$ cat config.mk
export PLATFORM = sky130hd
export DESIGN_NAME = keyboard_matrix_scan
export DESIGN_NICKNAME = d
export VERILOG_FILES = /design/src/inc/keyscan_pkg.sv /design/src/hdl/keyboard_matrix_scan.sv
export SDC_FILE = /design/constraint.sdc
export NUM_CORES = 1
export LEC_CHECK = 0
export ABC_AREA = 1
export ABC_CLOCK_PERIOD_IN_PS = 1300
export BUFFER_PORTS_ARGS = -buffer_cell sky130_fd_sc_hd__buf_2
export CELL_PAD_IN_SITES_DETAIL_PLACEMENT = 1
export CELL_PAD_IN_SITES_GLOBAL_PLACEMENT = 2
export CORE_ASPECT_RATIO = 0.8
export CORE_MARGIN = 1
export CORE_UTILIZATION = 28
export CTS_CLUSTER_SIZE = 24
export DETAILED_ROUTE_END_ITERATION = 8
export PLACE_DENSITY = 0.8
export SYNTH_ARGS = -nofsm -noshare
export SYNTH_HDL_FRONTEND = slang
export SYNTH_SLANG_ARGS = --single-unit
$ cat constraint.sdc
create_clock -name CLOCK -period 1.3 [get_ports CLOCK]
set_input_delay 0.13 -clock CLOCK [delete_from_list [all_inputs] [get_ports CLOCK]]
set_output_delay 0.13 -clock CLOCK [all_outputs]
set_load 0.02 [all_outputs]
$ cat src/inc/keyscan_pkg.sv
`default_nettype none
package keyscan_pkg;

    // ----------------------------------------------------------------
    // geometry
    // ----------------------------------------------------------------
    localparam int NUM_ROWS = 18;
    localparam int NUM_COLS = 8;
    localparam int ADDR_W   = 5;
    localparam int SEL_W    = 5;
    localparam int CNT_W    = 2;

    // ----------------------------------------------------------------
    // register offsets
    // ----------------------------------------------------------------
    localparam logic [ADDR_W-1:0] OFS_ROW_SEL  = 5'h04;
    localparam logic [ADDR_W-1:0] OFS_COL_IN   = 5'h08;
    localparam logic [ADDR_W-1:0] OFS_COL_STAT = 5'h0c;
    localparam logic [ADDR_W-1:0] OFS_COL_IEN  = 5'h10;
    localparam logic [ADDR_W-1:0] OFS_EXT_CTL  = 5'h14;

    // ----------------------------------------------------------------
    // field positions and values
    // ----------------------------------------------------------------
    localparam int BIT_SEL_LSB   = 0;
    localparam int BIT_DRIVE_ALL = 5;
    localparam int BIT_DISABLE   = 6;
    localparam int BIT_INVERT    = 7;
    localparam int BIT_PREDRIVE  = 0;
    localparam logic [SEL_W-1:0] ROW_SEL_LAST = 5'h11;
    localparam logic [2:0]       SIZE_WORD    = 3'h2;

    // ----------------------------------------------------------------
    // timing
    // ----------------------------------------------------------------
    localparam int CLK_FREQ_HZ      = 40_000_000;
    localparam int PREDRIVE_REF_HZ  = 48_000_000;
    localparam int PREDRIVE_REF_CYC = 2;
    localparam int PREDRIVE_CYC_INT =
        (PREDRIVE_REF_CYC * CLK_FREQ_HZ + PREDRIVE_REF_HZ - 1) / PREDRIVE_REF_HZ;
    localparam logic [CNT_W-1:0] PREDRIVE_CNT = CNT_W'(PREDRIVE_CYC_INT);

    // ----------------------------------------------------------------
    // types
    // ----------------------------------------------------------------
    typedef enum logic [1:0] {
        PS_LOW    = 2'b01,
        PS_ACTIVE = 2'b10
    } pwr_state_t;

    typedef struct packed {
        logic             row_polarity_invert;
        logic             scan_disable;
        logic             row_drive_all;
        logic [SEL_W-1:0] row_select;
    } row_ctl_t;

    localparam row_ctl_t ROW_CTL_RST = 8'h40;

    typedef struct packed {
        pwr_state_t                       pwr;
        row_ctl_t                         ctl;
        logic [NUM_COLS-1:0]              column_irq_enables;
        logic [NUM_COLS-1:0]              column_edge_flags;
        logic                             predrive_en;
        logic [NUM_COLS-1:0]              col_prev;
        logic [NUM_COLS-1:0]              col_snap;
        logic                             fired;
        logic                             irq;
        logic                             wake;
        logic                             wr_pend;
        logic [ADDR_W-1:0]                wr_addr;
        logic [31:0]                      rdata;
        logic [NUM_ROWS-1:0]              row_lvl;
        logic [NUM_ROWS-1:0]              row_oe;
        logic [NUM_ROWS-1:0][CNT_W-1:0]   cnt;
    } state_t;

    localparam state_t ST_RST = '{
        pwr      : PS_LOW,
        ctl      : ROW_CTL_RST,
        col_prev : 8'hff,
        default  : '0
    };

endpackage
`default_nettype wire

$ cat src/hdl/keyboard_matrix_scan.sv
// Functional notes
// block falls to low power by itself when no scan is running
// scan disable forces the low-power state
// sleep is inhibited only while active, never in low power
// predrive drives rows high briefly before releasing to open drain
// predrive enable is extended control bit 0, high drive two 48 MHz cycles
// software enables predrive with scan disabled, pads push-pull first
// software disables predrive with scan disabled, pads open-drain first
// pads push-pull with predrive, else open-drain with pull-ups
// column falling edges are caught without the bus clock
// runtime interrupt is an active-high level
// each column flag sets on its high-to-low transition
// a column term is low when its flag or enable is clear
// writing one clears a column flag, zero leaves it
// runtime interrupt is the OR of all eight column terms
// after firing, no new interrupt until columns all high or changed
// enabled column edge with bus clock stopped raises wake request
// wake also requests a clock and holds until bus clock runs
// sleep edges set flags; runtime interrupt follows once clock resumes
// scan disable is bit 6, resets to one, tristates all rows
// valid select drives chosen row low, others high; invert swaps
// out-of-range select drives all rows high, or low if inverted
// drive-all drives every row high, or low if inverted
// column input register reads live column pins
// all logic runs on the single block clock
//
// Added by the designer: register access over AHB-Lite.
`timescale 1ns/1ps
`default_nettype none
module keyboard_matrix_scan
    import keyscan_pkg::*;
(
    input  wire logic                CLOCK,
    input  wire logic                RST_N,
    input  wire logic                CLK_EN,
    input  wire logic                HSEL,
    input  wire logic [31:0]         HADDR,
    input  wire logic [1:0]          HTRANS,
    input  wire logic                HWRITE,
    input  wire logic [2:0]          HSIZE,
    input  wire logic [31:0]         HWDATA,
    input  wire logic                HREADY,
    output logic      [31:0]         HRDATA,
    output logic                     HREADYOUT,
    output logic                     HRESP,
    input  wire logic [NUM_COLS-1:0] COLUMN_INPUT,
    input  wire logic                BUS_CLK_RUNNING,
    output logic      [NUM_ROWS-1:0] ROW_OUTPUT,
    output logic      [NUM_ROWS-1:0] ROW_OUTPUT_OE,
    output logic                     SCAN_RUNTIME_IRQ,
    output logic                     SCAN_WAKE_REQUEST,
    output logic                     SCAN_WAKE_SIGNAL,
    output logic                     SLEEP_INHIBIT,
    output logic                     LOW_POWER
);

    // ----------------------------------------------------------------
    // state
    // ----------------------------------------------------------------
    state_t                          st_r;
    state_t                          st_nxt;

    logic                            acc;
    logic                            rd_acc;
    logic [ADDR_W-1:0]               acc_addr;
    logic [NUM_COLS-1:0]             fall;
    logic [NUM_COLS-1:0]             term;
    logic                            any_term;
    logic                            rearm;
    logic                            wake_ev;
    logic                            sel_valid;
    logic                            scan_en;
    logic                            busy;
    logic [NUM_ROWS-1:0]             lvl_w;
    logic [NUM_ROWS-1:0]             oe_w;
    logic [NUM_ROWS-1:0][CNT_W-1:0]  cnt_w;

    // ----------------------------------------------------------------
    // bus address phase
    // ----------------------------------------------------------------
    assign acc      = HSEL & HTRANS[1] & HREADY & (HSIZE == SIZE_WORD);
    assign rd_acc   = acc & ~HWRITE;
    assign acc_addr = HADDR[ADDR_W-1:0];

    // ----------------------------------------------------------------
    // column edges and interrupt terms
    // ----------------------------------------------------------------
    assign fall     = st_r.col_prev & ~COLUMN_INPUT;
    assign term     = st_r.column_edge_flags & st_r.column_irq_enables;
    assign any_term = (|term) & BUS_CLK_RUNNING;
    assign rearm    = (&COLUMN_INPUT) | (COLUMN_INPUT != st_r.col_snap);
    assign wake_ev  = (|(fall & st_r.column_irq_enables)) & ~BUS_CLK_RUNNING;

    // ----------------------------------------------------------------
    // row drive decode
    // ----------------------------------------------------------------
    assign scan_en   = ~st_r.ctl.scan_disable;
    assign sel_valid = (st_r.ctl.row_select <= ROW_SEL_LAST) & ~st_r.ctl.row_drive_all;

    generate
        for (genvar i = 0; i < NUM_ROWS; i++)
        begin : g_row
            logic hit;
            logic lvl;
            logic load;


            assign hit  = sel_valid & (st_r.ctl.row_select == SEL_W'(i));
            assign lvl  = hit ? st_r.ctl.row_polarity_invert : ~st_r.ctl.row_polarity_invert;
            assign lvl_w[i] = scan_en & lvl;

            assign load = st_r.predrive_en & lvl_w[i] & ~st_r.row_lvl[i];
            assign cnt_w[i] = load ? PREDRIVE_CNT :
                              ((scan_en && st_r.cnt[i] != '0) ? st_r.cnt[i] - 1'b1 : '0);
            assign oe_w[i]  = scan_en & (~lvl | (cnt_w[i] != '0));
        end
    endgenerate

    // ----------------------------------------------------------------
    // activity
    // ----------------------------------------------------------------
    assign busy = scan_en & (sel_valid | (|st_r.row_oe) | st_r.wr_pend);

    // ----------------------------------------------------------------
    // next state
    // ----------------------------------------------------------------
    always_comb
    begin
        st_nxt          = st_r;
        st_nxt.wr_pend  = acc & HWRITE;
        st_nxt.col_prev = COLUMN_INPUT;

        if (acc)
        begin
            st_nxt.wr_addr = acc_addr;
        end

        // register writes in the data phase
        st_nxt.column_edge_flags = st_r.column_edge_flags | fall;
        if (st_r.wr_pend)
        begin
            unique case (st_r.wr_addr)
                OFS_ROW_SEL:
                begin
                    st_nxt.ctl = row_ctl_t'(HWDATA[7:0]);
                end
                OFS_COL_STAT:
                begin
                    st_nxt.column_edge_flags =
                        (st_r.column_edge_flags & ~HWDATA[NUM_COLS-1:0]) | fall;
                end
                OFS_COL_IEN:
                begin
                    st_nxt.column_irq_enables = HWDATA[NUM_COLS-1:0];
                end
                OFS_EXT_CTL:
                begin
                    st_nxt.predrive_en = HWDATA[BIT_PREDRIVE];
                end
                default:
                begin
                    st_nxt.wr_pend = st_nxt.wr_pend;
                end
            endcase
        end

        // read data, taken after any write of the same cycle
        if (rd_acc)
        begin
            unique case (acc_addr)
                OFS_ROW_SEL:
                begin
                    st_nxt.rdata = {24'h000000, st_nxt.ctl};
                end
                OFS_COL_IN:
                begin
                    st_nxt.rdata = {24'h000000, COLUMN_INPUT};
                end
                OFS_COL_STAT:
                begin
                    st_nxt.rdata = {24'h000000, st_nxt.column_edge_flags};
                end
                OFS_COL_IEN:
                begin
                    st_nxt.rdata = {24'h000000, st_nxt.column_irq_enables};
                end
                OFS_EXT_CTL:
                begin
                    st_nxt.rdata = {31'h00000000, st_nxt.predrive_en};
                end
                default:
                begin
                    st_nxt.rdata = 32'h00000000;
                end
            endcase
        end

        // runtime interrupt with one-shot rearm
        st_nxt.irq = any_term & (st_r.irq | ~st_r.fired);
        if (st_nxt.irq & ~st_r.irq)
        begin
            st_nxt.fired    = 1'b1;
            st_nxt.col_snap = COLUMN_INPUT;
        end
        else if (~st_nxt.irq & rearm)
        begin
            st_nxt.fired = 1'b0;
        end

        // wake request and clock request
        if (BUS_CLK_RUNNING)
        begin
            st_nxt.wake = 1'b0;
        end
        else if (wake_ev)
        begin
            st_nxt.wake = 1'b1;
        end

        // rows
        st_nxt.row_lvl = lvl_w;
        st_nxt.row_oe  = oe_w;
        st_nxt.cnt     = cnt_w;

        // power state
        unique case (st_r.pwr)
            PS_LOW:
            begin
                if (busy)
                begin
                    st_nxt.pwr = PS_ACTIVE;
                end
            end
            PS_ACTIVE:
            begin
                if (~busy)
                begin
                    st_nxt.pwr = PS_LOW;
                end
            end
            default:
            begin
                st_nxt.pwr = PS_LOW;
            end
        endcase
    end

    // ----------------------------------------------------------------
    // registers
    // ----------------------------------------------------------------
    always_ff @(posedge CLOCK or negedge RST_N)
    begin
        if (!RST_N)
        begin
            st_r <= ST_RST;
        end
        else if (CLK_EN)
        begin
            st_r <= st_nxt;
        end
    end

    // ----------------------------------------------------------------
    // outputs
    // ----------------------------------------------------------------
    assign HRDATA            = st_r.rdata;
    assign HREADYOUT         = 1'b1;
    assign HRESP             = 1'b0;
    assign ROW_OUTPUT        = st_r.row_lvl;
    assign ROW_OUTPUT_OE     = st_r.row_oe;
    assign SCAN_RUNTIME_IRQ  = st_r.irq;
    assign SCAN_WAKE_REQUEST = st_r.wake;
    assign SCAN_WAKE_SIGNAL  = st_r.wake;
    assign SLEEP_INHIBIT     = (st_r.pwr == PS_ACTIVE);
    assign LOW_POWER         = (st_r.pwr == PS_LOW);

endmodule
`default_nettype wire

==> results.json <==
{
  "ys_types": 37,
  "synth_top_area_share_pct": 36.5,
  "power_density_nw_per_um2": 1540,
  "dp_cells": 1689,
  "synth_fa_ha_area_share_pct": 2.69,
  "grt_pass1_wl_mm": 45.0,
  "cts_sinks": 132,
  "fp.coreArea_um2": 29400,
  "fin_crit_sh_pct": 129,
  "dpl_cell_area_um2": 9820,
  "htree_levels": 4,
  "maxCapViolCount": 0,
  "ys_ff_latch": 132,
  "report.final.setup_viol": 110,
  "layout.nets": 1466,
  "synthSimpleGateAreaFrac_pct": 31.7,
  "worst_slack_ns": -0.378,
  "drt-total-wl_mm": 28.6,
  "row_count": 56,
  "grt_pass1_vias": 8438,
  "mostFrequentLayoutCells": "nand2_1, inv_1, buf_4",
  "holdCritPathClass": "in2reg",
  "clkLatencyLatePin_ns": 0.44,
  "synth_top_family_by_area": "simple AND/OR/NAND/NOR gates",
  "critPathKind": "reg2reg",
  "avgSynthCellArea_um2": 7.02,
  "port_buffers": 80,
  "synthToLayoutAreaGrowth_pct": 40.7,
  "cts_buffers": 17,
  "finalPower_mw": 18.1,
  "seq_area_frac_synth_pct": 39.6,
  "drc_errors": 0,
  "finClkSkew_ns": 0.0150,
  "route.met3.wl_um": 753,
  "route.met2.wl_mm": 13.4,
  "initial_utilization_pct": 28.5,
  "critical_path_arrival_ns": 2.00,
  "antenna_found_initial": 1,
  "multi_input_area_um2": 4780,
  "synth_edf_count": 0,
  "stdcell_count": 1755,
  "cp-end-kind": "register",
  "dp_slack_ns": -0.424,
  "clockRootBuffer": "clkbuf_16",
  "syn_inst": 1191,
  "die-area_um2": 30600,
  "via_per_inst": 4.66,
  "met1_length_mm": 14.2,
  "dp_hpwl_mm": 19.5,
  "pin_count": 159,
  "synth_compound_area_share_pct": 8.33,
  "routabilityCongestion": 0.797,
  "seqCellArea_um2": 3320,
  "max_freq_mhz": 596,
  "die_h_um": 157,
  "dr.max_layer_used": "met4",
  "ant_nets": 0,
  "ys.warnings.count": 0,
  "die_width_um": 195,
  "synth.area.mux_share_pct": 0,
  "netlist_area_um2": 8370,
  "violations": "negative setup slack",
  "drtIter0Drc": 369,
  "grt_max_degree": 60,
  "critPathRequiredTime_ns": 1.63,
  "cts_tree": "built",
  "gr-usage-all-layers_pct": 18.7,
  "synthArstFlopShare_pct": 100,
  "stdcell_area_um2": 11800,
  "vdd_ir_drop_max_mv": 0.681,
  "outcome": "complete, but fails checks",
  "max-clock-path-buffers": 2,
  "synth_xor_area_share_pct": 0.523,
  "post_drt_wl_per_cell_um": 16.3,
  "grt_overflow": 0,
  "first_pass_iters": 4,
  "rsz0062_at_grt": "yes",
  "synthTopCellsByArea": "dfrtp_1, nand2_1, inv_1, buf_4, o21ai_0",
  "critical_path.max_fanout": 4,
  "synth_top_area_cell": "dfrtp_1",
  "num-fill-cells": 3566,
  "timing.final.max_slew_violations": 0,
  "power.leakage_nw": 5.88,
  "synth_flop_cell": "dfrtp_1",
  "final_common_cell": "nand2_1",
  "path_clk_slew_ns": 0.07,
  "vias": 8170,
  "start_kind": "register",
  "fin_crit_ns": 1.68,
  "hold_viol": 0,
  "drive_above_1_share_pct": 39.7
}
cells in the mapped netlist (2+ instances only):
cell type,instances
nand2_1,387
inv_1,170
dfrtp_1,122
o21ai_0,88
nand3_1,80
nor2_1,77
buf_4,73
nand4_1,30
clkbuf_1,21
or2_2,21
ha_1,18
buf_2,12
dfstp_2,10
o22ai_1,10
nor2_2,9
inv_2,8
o2111ai_1,8
o211ai_1,7
buf_6,5
a31oi_1,4
nor3_1,4
xor2_1,4
a21oi_1,3
buf_1,3
o21ai_1,3
conb_1,2
nand3_2,2
what timing repair did:
item | 4_1_cts | 5_1_grt
endpoints found under the hold margin | 131 | 0
resized for setup | 167 | 158
setup buffers | 15 | 13
pin swaps | 63 | 55
setup endpoints to repair | 112 | 120
hold buffers | 5 | 0
cloned | 4 | 1
cell type report:
class	instances	area share, %
Multi-Input combinational cell	793	40.6
Sequential cell	132	28.2
Timing Repair Buffer	242	16.5
Inverter	178	5.78
Tap cell	377	4.01
Clock buffer	18	3.73
Clock inverter	14	1.09
Antenna cell	1	0.0213
state kept, by name (all words and copies together) (netlist names):
name / count
SCAN_RUNTIME_IRQ: 1
HRDATA: 8
st_r: 86
ROW_OUTPUT: 18
SCAN_WAKE_REQUEST: 1
ROW_OUTPUT_OE: 18
per-stage QoR:
step                      util [%]  hold slack [ns]  TNS [ns]
after floorplan                  -           -0.166     -6.54
after global placement        33.4           0.0283    -22.46
after detailed placement      33.4           0.0353    -26.75
after CTS                     37.7           0.0117    -22.17
after global routing          40.1           0.0377    -36.13
final                         40.1           0.0182    -27.01
report_power, final:
| group | total [mW] | leakage, nW | switching, mW | internal [mW] |
|---|---|---|---|---|
| registers | 5.91 | 1.62 | 0.715 | 5.20 |
| logic | 7.38 | 3.99 | 4.15 | 3.23 |
| clock network | 4.78 | 0.273 | 2.08 | 2.70 |
| total | 18.1 | 5.88 | 6.94 | 11.1 |
per-layer routing:
metal	GRT usage (%)	vias up
li1	-	3987
met1	26.2	4067
met2	29.7	93
met3	3.90	23
met4	4.05	0
met5	0	-
logic make-up after synthesis:
kind of cell / after synthesis
buffers and inverters: 292
DFF: 132
adders and majority gates: 18
xor gates and xnor gates: 5
and+or+nand+nor: 617
AOI/OAI and AO/OA: 125
other: 2
path summary, 6_finish.rpt:
path | start | end | slack [ns] | cells past startpoint
setup / recovery | st_r[104] | HRDATA[2] | -0.38 | 10
hold / removal | COLUMN_INPUT[4] | st_r[117] | 0.02 | 3
setup reg to reg | st_r[104] | HRDATA[2] | -0.38 | 10
hold reg to reg | st_r[19] | st_r[19] | 0.48 | 2
max in group asynchronous | RST_N | st_r[108] | 0.58 | 3
min in group asynchronous | RST_N | st_r[116] | 0.14 | 2
worst max-delay path, stage by stage (launching register included):
cell	delay [ns]
dfrtp_1	0.41
nor2_4	0.17
nand2_4	0.09
nor3_4	0.14
buf_6	0.15
clkbuf_16	0.16
nand2_4	0.05
o211ai_1	0.14
nand3_1	0.13
nand2_1	0.09
nand2_1	0.04
Note: power is estimated with default switching activity, not from simulation.
